## config.mk

```make
export PLATFORM = sky130hd
export DESIGN_NAME = branch_skip_load_store_exec
export DESIGN_NICKNAME = d
export VERILOG_FILES = /design/src/logic/exec_pkg.sv /design/src/logic/compare_flags.sv /design/src/logic/branch_condition.sv /design/src/logic/branch_skip_load_store_exec.sv
export SDC_FILE = /design/constraint.sdc
export NUM_CORES = 1
export LEC_CHECK = 0
export BUFFER_PORTS_ARGS = -buffer_cell sky130_fd_sc_hd__buf_2
export CAP_MARGIN = 10
export CORE_ASPECT_RATIO = 1.4
export CORE_UTILIZATION = 47
export CTS_BUF_LIST = sky130_fd_sc_hd__clkbuf_8 sky130_fd_sc_hd__clkbuf_16
export DETAILED_ROUTE_END_ITERATION = 6
export GPL_TIMING_DRIVEN = 0
export MAX_ROUTING_LAYER = met4
export PLACE_DENSITY = 0.85
export SLEW_MARGIN = 20
export SYNTH_ARGS = -nofsm -noshare
export SYNTH_HDL_FRONTEND = slang
export SYNTH_SLANG_ARGS = --single-unit
export TNS_END_PERCENT = 30
```

## constraint.sdc

```tcl
create_clock -name mclk -period 4.2 [get_ports mclk]
set_input_delay 0.63 -clock mclk [delete_from_list [all_inputs] [get_ports mclk]]
set_output_delay 0.63 -clock mclk [all_outputs]
set_load 0.05 [all_outputs]
```

## src/logic/exec_pkg.sv

```systemverilog
// shared types and constants of the branch, skip, load and store executor
package exec_pkg;
    // status register bit positions
    localparam int C_BIT = 0;
    localparam int Z_BIT = 1;
    localparam int N_BIT = 2;
    localparam int V_BIT = 3;
    localparam int H_BIT = 5;
    localparam int T_BIT = 6;

    // pointer pair selection
    localparam logic [1:0] PTR_X = 2'h0;
    localparam logic [1:0] PTR_Y = 2'h1;
    localparam logic [1:0] PTR_Z = 2'h2;

    // program counter and pointer steps
    localparam logic [15:0] SKIP_ONE_WORD = 16'h0002;
    localparam logic [15:0] SKIP_TWO_WORD = 16'h0003;
    localparam logic [15:0] BRANCH_BIAS   = 16'h0001;
    localparam logic [15:0] PTR_STEP      = 16'h0001;

    // clocks spent beyond the first one
    localparam logic [1:0] EXTRA_STORE    = 2'h1;
    localparam logic [1:0] EXTRA_BRANCH   = 2'h1;
    localparam logic [1:0] EXTRA_SKIP_ONE = 2'h1;
    localparam logic [1:0] EXTRA_SKIP_TWO = 2'h2;
    localparam logic [1:0] STALL_LAST     = 2'h1;

    typedef enum logic [5:0] {
        nop_op, compare_reg_op, compare_with_carry_op, compare_immediate_op,
        skip_reg_bit_clear_op, skip_reg_bit_set_op,
        skip_port_bit_clear_op, skip_port_bit_set_op,
        branch_status_bit_set_op, branch_status_bit_clear_op,
        branch_equal_op, branch_not_equal_op,
        branch_carry_set_op, branch_carry_clear_op,
        branch_same_higher_op, branch_lower_op,
        branch_minus_op, branch_plus_op,
        branch_signed_ge_op, branch_signed_lt_op,
        branch_halfcarry_set_op, branch_halfcarry_clear_op,
        branch_transfer_set_op, branch_transfer_clear_op,
        branch_overflow_set_op, branch_overflow_clear_op,
        register_move_op, register_pair_copy_op, load_immediate_op,
        indirect_load_op, displacement_load_op, direct_load_op,
        indirect_store_op
    } exec_op_type;

    typedef enum logic [1:0] {
        PTR_PLAIN    = 2'h0,
        PTR_POST_INC = 2'h1,
        PTR_PRE_DEC  = 2'h2
    } ptr_mode_type;

    typedef struct packed {
        exec_op_type  op;
        logic [4:0]   dst;
        logic [7:0]   dstVal;
        logic [15:0]  srcVal;
        logic [7:0]   imm;
        logic [2:0]   bitSel;
        logic [6:0]   offset;
        logic [5:0]   disp;
        logic [1:0]   ptrSel;
        ptr_mode_type ptrMode;
        logic [15:0]  ptrVal;
        logic [15:0]  absAddr;
        logic [7:0]   ioVal;
        logic         nextTwoWord;
        logic [15:0]  pc;
    } exec_req_type;

    typedef struct packed {
        logic        we;
        logic        pair;
        logic [4:0]  idx;
        logic [15:0] data;
    } reg_wr_type;

    typedef struct packed {
        logic        we;
        logic [1:0]  sel;
        logic [15:0] value;
    } ptr_wr_type;

    typedef struct packed {
        logic       we;
        logic [7:0] value;
    } status_wr_type;

    typedef struct packed {
        logic        we;
        logic [15:0] value;
    } pc_wr_type;

    typedef struct packed {
        logic        rd;
        logic        wr;
        logic [15:0] addr;
        logic [7:0]  wdata;
    } mem_req_type;

    typedef enum logic [2:0] {
        ST_IDLE  = 3'b001,
        ST_STALL = 3'b010,
        ST_MEM   = 3'b100
    } state_type;
endpackage

```

## src/logic/compare_flags.sv

```systemverilog
// flag result of compare and compare-with-carry
`timescale 1ns/100ps
`default_nettype none
module compare_flags (
    // operands
    input  wire logic [7:0] lhs,
    input  wire logic [7:0] rhs,
    input  wire logic       withCarry,
    // status in and out
    input  wire logic [7:0] statusIn,
    output logic [7:0]      statusOut
);
    import exec_pkg::*;

    wire logic       borrowIn = withCarry & statusIn[C_BIT];
    wire logic [8:0] diff     = {1'b0, lhs} - {1'b0, rhs} - {8'h00, borrowIn};
    wire logic [4:0] lowDiff  = {1'b0, lhs[3:0]} - {1'b0, rhs[3:0]} - {4'h0, borrowIn};
    // carry variant keeps zero only while the whole chain is zero
    wire logic       isZero   = (diff[7:0] == 8'h00) & (~withCarry | statusIn[Z_BIT]);
    wire logic       ovf      = (lhs[7] & ~rhs[7] & ~diff[7]) | (~lhs[7] & rhs[7] & diff[7]);

    always_comb begin
        statusOut = statusIn;
        statusOut[C_BIT] = diff[8];
        statusOut[Z_BIT] = isZero;
        statusOut[N_BIT] = diff[7];
        statusOut[V_BIT] = ovf;
        statusOut[H_BIT] = lowDiff[4];
    end
endmodule
`default_nettype wire

```

## src/logic/branch_condition.sv

```systemverilog
// taken decision for skips and conditional relative branches
`timescale 1ns/100ps
`default_nettype none
module branch_condition (
    // instruction and operands
    input  wire exec_pkg::exec_op_type op,
    input  wire logic [7:0]            status,
    input  wire logic [2:0]            bitSel,
    input  wire logic [7:0]            regVal,
    input  wire logic [7:0]            ioVal,
    // decision
    output logic                       isSkip,
    output logic                       isBranch,
    output logic                       taken
);
    import exec_pkg::*;

    assign isSkip = op inside {skip_reg_bit_clear_op, skip_reg_bit_set_op,
                               skip_port_bit_clear_op, skip_port_bit_set_op};
    assign isBranch = (op >= branch_status_bit_set_op) && (op <= branch_overflow_clear_op);

    always_comb begin
        case (op)
            skip_reg_bit_clear_op:      taken = ~regVal[bitSel];
            skip_reg_bit_set_op:        taken = regVal[bitSel];
            skip_port_bit_clear_op:     taken = ~ioVal[bitSel];
            skip_port_bit_set_op:       taken = ioVal[bitSel];
            branch_status_bit_set_op:   taken = status[bitSel];
            branch_status_bit_clear_op: taken = ~status[bitSel];
            branch_equal_op:            taken = status[Z_BIT];
            branch_not_equal_op:        taken = ~status[Z_BIT];
            branch_carry_set_op:        taken = status[C_BIT];
            branch_carry_clear_op:      taken = ~status[C_BIT];
            branch_lower_op:            taken = status[C_BIT];
            branch_same_higher_op:      taken = ~status[C_BIT];
            branch_minus_op:            taken = status[N_BIT];
            branch_plus_op:             taken = ~status[N_BIT];
            branch_signed_ge_op:        taken = ~(status[N_BIT] ^ status[V_BIT]);
            branch_signed_lt_op:        taken = status[N_BIT] ^ status[V_BIT];
            branch_halfcarry_set_op:    taken = status[H_BIT];
            branch_halfcarry_clear_op:  taken = ~status[H_BIT];
            branch_transfer_set_op:     taken = status[T_BIT];
            branch_transfer_clear_op:   taken = ~status[T_BIT];
            branch_overflow_set_op:     taken = status[V_BIT];
            branch_overflow_clear_op:   taken = ~status[V_BIT];
            default:                    taken = 1'b0;
        endcase
    end
endmodule
`default_nettype wire

```

## src/logic/branch_skip_load_store_exec.sv

```systemverilog
// executor for compares, skips, conditional branches and data transfers
//
// Contract
// - compares subtract operand (and carry) from register, set five flags, one clock
// - register bit skip advances past next instruction on selected bit test
// - port bit skip tests an I/O bit, flags untouched, one to three clocks
// - generic status branch jumps to pc plus offset plus one when bit matches
// - carry branches follow carry set or clear, flags untouched
// - same-or-higher uses carry clear, lower uses carry set
// - signed greater-or-equal is taken when negative xor overflow is zero
// - signed less-than is taken when negative xor overflow is one
// - half-carry branches take one clock untaken, two when taken
// - transfer-bit branches follow the transfer flag, no flag changes
// - overflow branches target pc plus offset plus one
// - post-increment load reads at pointer then bumps pointer, two clocks
// - pre-decrement load lowers pointer first then reads there, two clocks
// - displacement load reads pointer plus offset, second and third pairs only
// - direct load reads absolute address into register, two clocks
// - indirect store writes register at pointer, optional post-increment or pre-decrement, two clocks
`timescale 1ns/100ps
`default_nettype none
module branch_skip_load_store_exec (
    // clock and reset
    input  wire logic                   mclk,
    input  wire logic                   reset_n,
    input  wire logic                   ce,
    // decoded instruction
    input  wire logic                   reqValid,
    input  wire exec_pkg::exec_req_type req,
    input  wire logic [7:0]             status,
    output logic                        reqReady,
    // data memory bus
    output var exec_pkg::mem_req_type   memReq,
    input  wire logic [7:0]             memRdata,
    // write-back
    output var exec_pkg::reg_wr_type    regWr,
    output var exec_pkg::ptr_wr_type    ptrWr,
    output var exec_pkg::status_wr_type statusWr,
    output var exec_pkg::pc_wr_type     pcWr,
    output logic                        done,
    output logic                        illegalOp
);
    import exec_pkg::*;

    state_type     state_r,    state_nxt;
    logic [1:0]    stall_r,    stall_nxt;
    logic          ready_r,    ready_nxt;
    logic [4:0]    loadDst_r,  loadDst_nxt;
    reg_wr_type    regWr_r,    regWr_nxt;
    ptr_wr_type    ptrWr_r,    ptrWr_nxt;
    status_wr_type statusWr_r, statusWr_nxt;
    pc_wr_type     pcWr_r,     pcWr_nxt;
    mem_req_type   memReq_r,   memReq_nxt;
    logic          done_r,     done_nxt;
    logic          illegal_r,  illegal_nxt;

    // request decode
    wire exec_op_type  op       = req.op;
    wire logic [15:0]  reqPc    = req.pc;
    wire logic [15:0]  reqPtr   = req.ptrVal;
    wire logic         accept   = ce & reqValid & ready_r;
    wire logic         isCmp    = op inside {compare_reg_op, compare_with_carry_op,
                                             compare_immediate_op};
    wire logic         isMove   = op inside {register_move_op, register_pair_copy_op,
                                             load_immediate_op};
    wire logic         isLoad   = op inside {indirect_load_op, displacement_load_op,
                                             direct_load_op};
    wire logic         isStore  = (op == indirect_store_op);
    wire logic         isDisp   = (op == displacement_load_op);
    wire logic         dispBad  = isDisp & (req.ptrSel == PTR_X);
    wire logic         ptrStep  = ((op == indirect_load_op) | isStore)
                                  & (req.ptrMode != PTR_PLAIN);
    wire logic         preDec   = ptrStep & (req.ptrMode == PTR_PRE_DEC);
    wire logic [15:0]  ptrDec   = reqPtr - PTR_STEP;
    wire logic [15:0]  ptrInc   = reqPtr + PTR_STEP;
    wire logic [15:0]  dispExt  = {10'h000, req.disp};
    wire logic [15:0]  offsetExt = {{9{req.offset[6]}}, req.offset};

    // effective data address and pointer write-back value
    wire logic [15:0]  memAddr  = (op == direct_load_op) ? req.absAddr :
                                  isDisp ? reqPtr + dispExt :
                                  preDec ? ptrDec : reqPtr;
    wire logic [15:0]  ptrNew   = preDec ? ptrDec : ptrInc;

    // move sources
    wire logic [15:0]  moveData = (op == register_pair_copy_op) ? req.srcVal :
                                  (op == load_immediate_op) ? {8'h00, req.imm} :
                                  {8'h00, req.srcVal[7:0]};
    wire logic [7:0]   cmpRhs   = (op == compare_immediate_op) ? req.imm : req.srcVal[7:0];

    // program counter targets and extra clocks
    wire logic [15:0]  branchTarget = reqPc + offsetExt + BRANCH_BIAS;
    wire logic [15:0]  skipTarget   = reqPc + (req.nextTwoWord ? SKIP_TWO_WORD : SKIP_ONE_WORD);

    logic [7:0] cmpStatus;
    logic       isSkip;
    logic       isBranch;
    logic       taken;

    wire logic [15:0]  ctrlTarget = isSkip ? skipTarget : branchTarget;
    wire logic [1:0]   ctrlExtra  = !isSkip ? EXTRA_BRANCH :
                                    req.nextTwoWord ? EXTRA_SKIP_TWO : EXTRA_SKIP_ONE;

    compare_flags cmpUnit (
        .lhs       (req.dstVal),
        .rhs       (cmpRhs),
        .withCarry (op == compare_with_carry_op),
        .statusIn  (status),
        .statusOut (cmpStatus)
    );

    branch_condition condUnit (
        .op       (op),
        .status   (status),
        .bitSel   (req.bitSel),
        .regVal   (req.srcVal[7:0]),
        .ioVal    (req.ioVal),
        .isSkip   (isSkip),
        .isBranch (isBranch),
        .taken    (taken)
    );

    // next state and one-cycle write-back strobes
    always_comb begin
        state_nxt    = state_r;
        stall_nxt    = stall_r;
        ready_nxt    = ready_r;
        loadDst_nxt  = loadDst_r;
        regWr_nxt    = '0;
        ptrWr_nxt    = '0;
        statusWr_nxt = '0;
        pcWr_nxt     = '0;
        memReq_nxt   = '0;
        done_nxt     = 1'b0;
        illegal_nxt  = 1'b0;
        case (state_r)
            ST_IDLE: begin
                if (accept) begin
                    if (isCmp) begin
                        statusWr_nxt = {1'b1, cmpStatus};
                        done_nxt = 1'b1;
                    end else if (isMove) begin
                        regWr_nxt = {1'b1, op == register_pair_copy_op, req.dst, moveData};
                        done_nxt = 1'b1;
                    end else if (dispBad) begin
                        illegal_nxt = 1'b1;
                        done_nxt = 1'b1;
                    end else if (isLoad) begin
                        memReq_nxt = {1'b1, 1'b0, memAddr, 8'h00};
                        ptrWr_nxt = {ptrStep, req.ptrSel, ptrNew};
                        loadDst_nxt = req.dst;
                        ready_nxt = 1'b0;
                        state_nxt = ST_MEM;
                    end else if (isStore) begin
                        memReq_nxt = {1'b0, 1'b1, memAddr, req.srcVal[7:0]};
                        ptrWr_nxt = {ptrStep, req.ptrSel, ptrNew};
                        stall_nxt = EXTRA_STORE;
                        ready_nxt = 1'b0;
                        state_nxt = ST_STALL;
                    end else if ((isSkip | isBranch) & taken) begin
                        pcWr_nxt = {1'b1, ctrlTarget};
                        stall_nxt = ctrlExtra;
                        ready_nxt = 1'b0;
                        state_nxt = ST_STALL;
                    end else begin
                        done_nxt = 1'b1;
                    end
                end
            end
            ST_MEM: begin
                regWr_nxt = {1'b1, 1'b0, loadDst_r, 8'h00, memRdata};
                done_nxt = 1'b1;
                ready_nxt = 1'b1;
                state_nxt = ST_IDLE;
            end
            ST_STALL: begin
                if (stall_r == STALL_LAST) begin
                    done_nxt = 1'b1;
                    ready_nxt = 1'b1;
                    state_nxt = ST_IDLE;
                end else begin
                    stall_nxt = stall_r - STALL_LAST;
                end
            end
            default: begin
                ready_nxt = 1'b1;
                state_nxt = ST_IDLE;
            end
        endcase
    end

    always_ff @(posedge mclk) begin
        if (!reset_n) begin
            state_r    <= ST_IDLE;
            stall_r    <= 2'h0;
            ready_r    <= 1'b1;
            loadDst_r  <= 5'h00;
            regWr_r    <= '0;
            ptrWr_r    <= '0;
            statusWr_r <= '0;
            pcWr_r     <= '0;
            memReq_r   <= '0;
            done_r     <= 1'b0;
            illegal_r  <= 1'b0;
        end else if (ce) begin
            state_r    <= state_nxt;
            stall_r    <= stall_nxt;
            ready_r    <= ready_nxt;
            loadDst_r  <= loadDst_nxt;
            regWr_r    <= regWr_nxt;
            ptrWr_r    <= ptrWr_nxt;
            statusWr_r <= statusWr_nxt;
            pcWr_r     <= pcWr_nxt;
            memReq_r   <= memReq_nxt;
            done_r     <= done_nxt;
            illegal_r  <= illegal_nxt;
        end
    end

    assign reqReady  = ready_r;
    assign memReq    = memReq_r;
    assign regWr     = regWr_r;
    assign ptrWr     = ptrWr_r;
    assign statusWr  = statusWr_r;
    assign pcWr      = pcWr_r;
    assign done      = done_r;
    assign illegalOp = illegal_r;

    wire logic finishNext = done_r && ready_r;
endmodule
`default_nettype wire

```

**After elaboration in Yosys (flattened, before gate mapping)**

Cells that the tools add are included.

- Output and inout port bits: 97
- Input bits: 140
- Word-level logic and storage cells: 217
- Register bits: 107

- Equality and inequality tests: 46
- Bitwise logic cells: 34
- Add/subtract/negate cells: 11
- Magnitude comparators: 3
- Mux-type cells: 88
- Reduce and logical (&&, ||, !) cells: 14

Operators by type and width:

| cell | number |
|---|---|
| 2-to-1 mux 26 bit | 6 |
| 2-to-1 mux 17 bit | 8 |
| 2-to-1 mux 19 bit | 7 |
| == test 6 x 5 -> 1 bit, second input constant | 16 |
| 2-to-1 mux 16 bit | 6 |
| 2-to-1 mux 23 bit | 3 |
| == test 6 x 4 -> 1 bit, second input constant | 8 |
| case mux 23 bit (2 select lines) | 1 |
| adder 16 x 1 -> 16 bit, second input constant | 2 |
| 2-to-1 mux 9 bit | 3 |
| 2-to-1 mux 1 bit | 25 |
| 2-to-1 mux 25 bit | 1 |
| == test 6 x 3 -> 1 bit, second input constant | 4 |
| 2-to-1 mux 3 bit | 8 |
| 2-to-1 mux 2 bit | 10 |
| case mux 1 bit (20 select lines) | 1 |
| inverter 1 bit | 17 |
| adder 16 bit | 1 |
| adder 16 x 2 -> 16 bit | 1 |
| adder 16 x 6 -> 16 bit | 1 |
| 2-to-1 mux 8 bit | 2 |
| subtractor 16 x 1 -> 16 bit, second input constant | 1 |
| inequality test 2 bit, second input constant | 7 |
| AND reduction 7 bit | 2 |
| other kinds (34) | 55 |

**Longest topological paths before layout**

- Depth in word-level cells: 14
- Depth in mapped cells: 16

**Modules after synthesis**

Synthesis repeated with hierarchy kept, for this count alone.

- Cells, all modules: 965
- Area, all modules: 7857.5 sq um

Modules (own cells, without submodules):

| module | cells each | times used | sequential area each (sq um) | area an instance (sq um) |
|---|---|---|---|---|
| branch_skip_load_store_exec | 833 | 1 | 2122.0 | 6770.2 |
| compare_flags | 77 | 1 | 0.0 | 611.8 |
| branch_condition | 55 | 1 | 0.0 | 475.5 |

**Worst setup path after synthesis**

Ideal clock, no wire load.

- Path kind: input -> register
- From: input req[115] (netlist name)
- To: register statusWr_r, in the netlist statusWr[3]
- Data required time: 4.070 ns
- Buffers on the path: 3
- Cell stages on the path: 16
- Data arrival time: 4.230 ns
- Path slack: -0.160 ns
- Cells stage by stage: clkbuf_1 > buf_1 > and3_1 > clkbuf_1 > mux2_2 > fa_1 > inv_1 > ha_1 > o21ai_0 > a31oi_1 > o21a_1 > o21ai_0 > mux2_2 > nor2_1 > mux2i_1 > o31ai_1

- Word-level cells in the longest chain between the ends: 10

Ends and longest elaborated chain:

| element | RTL line | text |
|---|---|---|
| start: declaration | branch_skip_load_store_exec.sv:29 | `input wire exec_pkg::exec_req_type req,` |
| == test 6 x 2 -> 1 bit | branch_skip_load_store_exec.sv:62, branch_skip_load_store_exec.sv:89 |  |
| 2-to-1 mux 8 bit | branch_skip_load_store_exec.sv:89 | `wire logic [7:0] cmpRhs = (op == compare_immediate_op) ? req.imm : req.srcVal[7:0];` |
| subtractor 8 x 8 -> 9 bit | compare_flags.sv:16 | `wire logic [8:0] diff = {1'b0, lhs} - {1'b0, rhs} - {8'h00, borrowIn};` |
| subtractor 9 x 1 -> 9 bit | compare_flags.sv:16 |  |
| inverter 1 bit | compare_flags.sv:20 | `wire logic ovf = (lhs[7] & ~rhs[7] & ~diff[7]) \| (~lhs[7] & rhs[7] & diff[7]);` |
| AND 1 bit | compare_flags.sv:20 |  |
| OR 1 bit | compare_flags.sv:20 |  |
| 2-to-1 mux 9 bit * | branch_skip_load_store_exec.sv:139 | `if (isCmp) begin` |
| 2-to-1 mux 9 bit * | branch_skip_load_store_exec.sv:138 | `if (accept) begin` |
| 2-to-1 mux 9 bit * | branch_skip_load_store_exec.sv:136 | `case (state_r)` |
| end signal: assignment | branch_skip_load_store_exec.sv:212 | `statusWr_r <= statusWr_nxt;` |
| end: declaration | branch_skip_load_store_exec.sv:51 | `status_wr_type statusWr_r, statusWr_nxt;` |

Mark *: on every way between the ends. The rest lies on a longest branch, timed or not.
A chain may end at the register's enable or synchronous reset.

**Worst setup path after layout**

- From: input req[116] (netlist name)
- To: register statusWr_r, in the netlist statusWr[3]

The elaborated chain is that of the path after synthesis.

==> impl_results.html <==
<table>
<tr><th>Metric</th><th>Value</th></tr>
<tr><th colspan="2">Route</th></tr>
<tr><td>Routed via count divided by cell count</td><td>just under 6</td></tr>
<tr><td>Count of TritonRoute iterations in the first routing pass</td><td>5</td></tr>
<tr><td>WL/cell</td><td>about 19 um</td></tr>
<tr><td>Detailed-route DRC error count</td><td>0</td></tr>
<tr><td>Remaining antenna violation count after routing</td><td>0</td></tr>
<tr><td>Number of vias in the routed layout</td><td>roughly 8,000</td></tr>
<tr><td>Total detailed-routing wirelength</td><td>roughly 26,000 um</td></tr>
<tr><td>Violation count after the first detailed-routing iteration</td><td>501</td></tr>
<tr><th colspan="2">Floorplanning</th></tr>
<tr><td>Starting utilization of the core area</td><td>a little under half</td></tr>
<tr><td>Number of rows created at floorplan</td><td>54</td></tr>
<tr><td>Top-level port count</td><td>~240</td></tr>
<tr><td>Die Span X</td><td>108 um</td></tr>
<tr><td>Die ar.</td><td>0.0163 mm2</td></tr>
<tr><td>Vertical die dimension</td><td>151 um</td></tr>
<tr><td>Std-Cell Core Area</td><td>~0.015 mm2</td></tr>
<tr><th colspan="2">Placed design</th></tr>
<tr><td>Port bufs</td><td>around 230</td></tr>
<tr><td>Number of cells after detailed placement</td><td>between 1,000 and 1,500</td></tr>
<tr><td>Placer Congestion</td><td>around 1</td></tr>
<tr><td>Estimated wirelength of the detail-placed design</td><td>20,600 um</td></tr>
<tr><th colspan="2">GRT</th></tr>
<tr><td>Number of global-route vias before repair</td><td>approximately 7,600</td></tr>
<tr><td>Maximum number of pins on one net before global-route repair</td><td>23</td></tr>
<tr><td>Initial antenna violation count</td><td>3</td></tr>
<tr><td>Remaining global-route overflow</td><td>0</td></tr>
<tr><td>First-pass GRT wire length</td><td>between 30,000 and 40,000 um</td></tr>
<tr><td>Combined global-route utilization of all metal layers</td><td>a little under a third</td></tr>
<tr><th colspan="2">Run</th></tr>
<tr><td>Number of max-cap violations</td><td>0</td></tr>
<tr><th colspan="2">Worst setup path</th></tr>
<tr><td>Type of element launching the critical path</td><td>primary input</td></tr>
<tr><td>Buffer and inverter count on the worst path</td><td>3</td></tr>
<tr><td>Worst Reg2Reg Path Length in Cells</td><td>7</td></tr>
<tr><td>Required time at the worst-slack endpoint</td><td>approximately 4.4 ns</td></tr>
<tr><td>Critical path's slowest cell</td><td>sky130_fd_sc_hd__fa_1</td></tr>
<tr><td>Worst Path Class, Setup</td><td>primary input to register</td></tr>
<tr><td>CP Max Fanout</td><td>11</td></tr>
<tr><td>Cell class contributing the biggest share of worst-path delay</td><td>multiplexers</td></tr>
<tr><td>Largest incremental delay on the critical path</td><td>roughly 0.55 ns</td></tr>
<tr><td>Cells along the critical path</td><td>buf_2 &gt; nor4_4 &gt; and3_1 &gt; clkbuf_4 &gt; mux2_2 &gt; fa_1 &gt; inv_1 &gt; ha_1 &gt; o21ai_1 &gt; a31oi_1 &gt; o21a_1 &gt; o21ai_1 &gt; mux2_2 &gt; nor2_2 &gt; mux2i_1 &gt; o31ai_1</td></tr>
<tr><td>Number of stages on the worst setup path</td><td>16</td></tr>
<tr><td>Arrival @ worst endpoint</td><td>~4.2 ns</td></tr>
<tr><td>Endpoint class of the critical path</td><td>register</td></tr>
<tr><th colspan="2">Min path</th></tr>
<tr><td>Count of cells along the worst hold path</td><td>2</td></tr>
<tr><td>Path category of the worst min-delay check</td><td>register to register</td></tr>
<tr><th colspan="2">Clock network</th></tr>
<tr><td>Buffer cell driving the clock tree root</td><td>sky130_fd_sc_hd__clkbuf_16</td></tr>
<tr><td>Clock latency at the later pin of the worst-skew pair</td><td>~0.37 ns</td></tr>
<tr><td>CTS HTree Levels</td><td>3</td></tr>
<tr><td>Number of hold buffers added after CTS</td><td>0</td></tr>
<tr><td>Clock buffer depth</td><td>2</td></tr>
<tr><td>Clock transition at the register clock pins on the worst setup and hold paths after CTS</td><td>roughly 0.08 ns</td></tr>
<tr><td>Clock Sinks</td><td>around 110</td></tr>
<tr><td>Clock tree from TritonCTS</td><td>built</td></tr>
<tr><td>Num CTS Buffers</td><td>9</td></tr>
<tr><th colspan="2">Timing</th></tr>
<tr><td>Headroom to the max-slew limit</td><td>49.0%</td></tr>
<tr><td>Slew Viols, Final</td><td>0</td></tr>
<tr><td>Number of hold violations in the final report</td><td>0</td></tr>
<tr><td>RSZ-0062 raised after global routing</td><td>no</td></tr>
<tr><td>Endpoints failing setup</td><td>0</td></tr>
<tr><td>Max Clk Rate</td><td>between 200 and 250 MHz</td></tr>
<tr><td>Time the final worst path needs with I/O delays and setup</td><td>4.01 ns</td></tr>
<tr><td>Setup total negative slack</td><td>0 ns</td></tr>
<tr><td>Final clock period utilization by the worst path</td><td>between 90% and 100%</td></tr>
<tr><td>Pin slew with the least headroom to its limit</td><td>roughly 0.76 ns</td></tr>
<tr><td>Clock skew</td><td>approximately 0.013 ns</td></tr>
<tr><th colspan="2">Power and ir drop</th></tr>
<tr><td>Max rail drop VDD</td><td>between 0.2 and 0.25 mV</td></tr>
<tr><td>Pwr Total</td><td>between 2 and 3 mW</td></tr>
<tr><td>Leakage power</td><td>4.05 nW</td></tr>
<tr><td>Power per Cell Area</td><td>274 mW/mm2</td></tr>
<tr><th colspan="2">Synth</th></tr>
<tr><td>Netlist area before placement</td><td>0.00741 mm2</td></tr>
<tr><td>Mean cell area of the mapped netlist</td><td>about 8 um2</td></tr>
<tr><td>FFs w/ async S/R, synth</td><td>0%</td></tr>
<tr><td>Gate count after technology mapping</td><td>roughly 930</td></tr>
<tr><td>Dominant combinational cell family by area after synthesis</td><td>compound AO/OA/AOI/OAI gates</td></tr>
<tr><td>Net count after synthesis</td><td>1,114</td></tr>
<tr><td>Compound-gate portion of the synthesized area</td><td>around a quarter</td></tr>
<tr><td>Number of synthesized flops with an enable pin</td><td>0</td></tr>
<tr><td>Most frequently used flop master after synthesis</td><td>sky130_fd_sc_hd__dfxtp_1</td></tr>
<tr><td>Yosys warning count</td><td>0</td></tr>
<tr><td>Proportion of synthesized chip area in sequential cells</td><td>28.6%</td></tr>
<tr><td>Mux cell area share after synthesis</td><td>~6.8%</td></tr>
<tr><td>Adder-Cell Fraction of Synth Area</td><td>~8%</td></tr>
<tr><td>Post-Synth Simple-Gate Area</td><td>between 10% and 20%</td></tr>
<tr><td>Flip-flop and latch count after synthesis</td><td>around 110</td></tr>
<tr><td>Synth Area in XOR/XNOR</td><td>7.54%</td></tr>
<tr><td>Distinct cell type count after synthesis</td><td>66</td></tr>
<tr><th colspan="2">Cells and area</th></tr>
<tr><td>Area growth from synthesis to layout</td><td>23.6%</td></tr>
<tr><td>Post-layout nets</td><td>1,352</td></tr>
<tr><td>Fraction of final layout cells sized beyond drive strength 1</td><td>around 25%</td></tr>
<tr><td>Share of the core filled with cells</td><td>approximately three fifths</td></tr>
<tr><td>Post-Layout Cell Count</td><td>1,372</td></tr>
<tr><th colspan="2">Outcome</th></tr>
<tr><td>Result of the run</td><td>completed</td></tr>
</table>
## cell type report
| cell class | count | area, um2 |
|---|---|---|
| antenna | 4 | 10.0 |
| buffer | 48 | 204 |
| clock buffer | 9 | 225 |
| clock inverter | 7 | 86.3 |
| fill | 1430 | 6310 |
| inverter | 48 | 180 |
| multi-input combinational | 723 | 4930 |
| sequential | 106 | 2120 |
| tap | 196 | 245 |
| timing repair buffer | 231 | 1160 |
## where the power goes
group	leakage, nW	internal (mW)	switching (mW)
Clock	0.151	0.431	0.461
Sequential	0.854	1.01	0.00611
Combinational	3.04	0.241	0.363
Total	4.05	1.69	0.830
## worst reg2reg max path: stages, from the launching register on
cell,delay (ns)
sky130_fd_sc_hd__dfxtp_1,0.46
sky130_fd_sc_hd__nand2b_1,0.14
sky130_fd_sc_hd__or2_2,0.33
sky130_fd_sc_hd__nor2_1,0.34
sky130_fd_sc_hd__nand4_1,0.35
sky130_fd_sc_hd__nor2_1,0.56
sky130_fd_sc_hd__nand2_1,0.36
sky130_fd_sc_hd__o21ai_0,0.26
## metrics by stage
step                      hold WS (ns)  area [um2]  setup slack [ns]
after detailed placement         0.439        8830            -0.722
final                            0.454        9160             0.190
after CTS                        0.458        9150            0.0643
after floorplan                  0.444        7420            0.0281
after global routing             0.476        9160            0.0506
after global placement           0.430        8810            -0.651
## cells in the mapped netlist (all sizes together) (10+ instances only)
library cell  instances  share of area (%)
mux2i                22                3.0
nand2                54                2.7
and3                 11               0.93
nand2b               10               0.84
nor3                 15                1.0
a21oi                48                3.2
nand3                21                1.4
dfxtp               106                 29
o21ai                61                4.1
a32oi                17                2.0
mux2                 19                2.9
a22oi                50                5.1
ha                   41                6.9
nand4                12                1.0
nor2                136                6.9
xnor2                36                4.4
clkbuf               44                2.2
xor2                 27                3.2
inv                  48                2.4
## state kept, by name, summed over array words and instances (netlist names)
register and cells:
ptrWr 19, memReq 26, pcWr 17, state_r 3, stall_r 2, regWr 23, illegalOp 1, done 1
loadDst_r 5, statusWr 9
## logic make-up (layout without fill, tap and decap cells)
kind of cell / after synthesis / after routing
fa+ha+maj: 45 / 45
other cells: 0 / 4
simple gates: 308 / 308
buf+inv: 100 / 343
xor+xnor: 63 / 63
compound gates: 263 / 263
flops: 106 / 106
mux: 44 / 44
## final timing paths
kind,from,endpoint,slack [ns]
setup / recovery,req[116],statusWr[3],0.19
hold / removal,ptrWr[6],ptrWr[6],0.45
setup reg to reg,state_r[0],memReq[14],1.32
hold reg to reg,ptrWr[6],ptrWr[6],0.45
## what timing repair did
item                                    CTS  global route
buffers inserted                          1             0
gates resized for setup                   4             3
pin swaps                                 1             0
endpoints found under the setup margin    3             1
## cells in the final DEF, fill, tap and decap left out, types with 22 or more instances in the layout
cell | Yosys | routed
sky130_fd_sc_hd__mux2i_1 | 22 | 22
sky130_fd_sc_hd__inv_1 | 48 | 48
sky130_fd_sc_hd__o21ai_0 | 58 | 56
sky130_fd_sc_hd__xor2_1 | 27 | 27
sky130_fd_sc_hd__nand2_1 | 54 | 54
sky130_fd_sc_hd__dfxtp_1 | 106 | 106
sky130_fd_sc_hd__nor2_1 | 136 | 135
sky130_fd_sc_hd__clkbuf_1 | 44 | 39
sky130_fd_sc_hd__xnor2_1 | 35 | 35
sky130_fd_sc_hd__ha_1 | 41 | 41
sky130_fd_sc_hd__a22oi_1 | 50 | 50
sky130_fd_sc_hd__buf_2 | 5 | 234
sky130_fd_sc_hd__a21oi_1 | 48 | 48
## per-layer routing
metal  share of wire, %  vias up  track usage [%]  routed length (um)
li1                   -     3847                -                   -
met1                 38     3758             34.3                9820
met2                 49      336             53.6               12500
met3                6.9       78             5.71                1770
met4                5.8        0             19.0                1480
met5                  0        -                -                   0
Note: power is estimated with default switching activity, not from simulation.
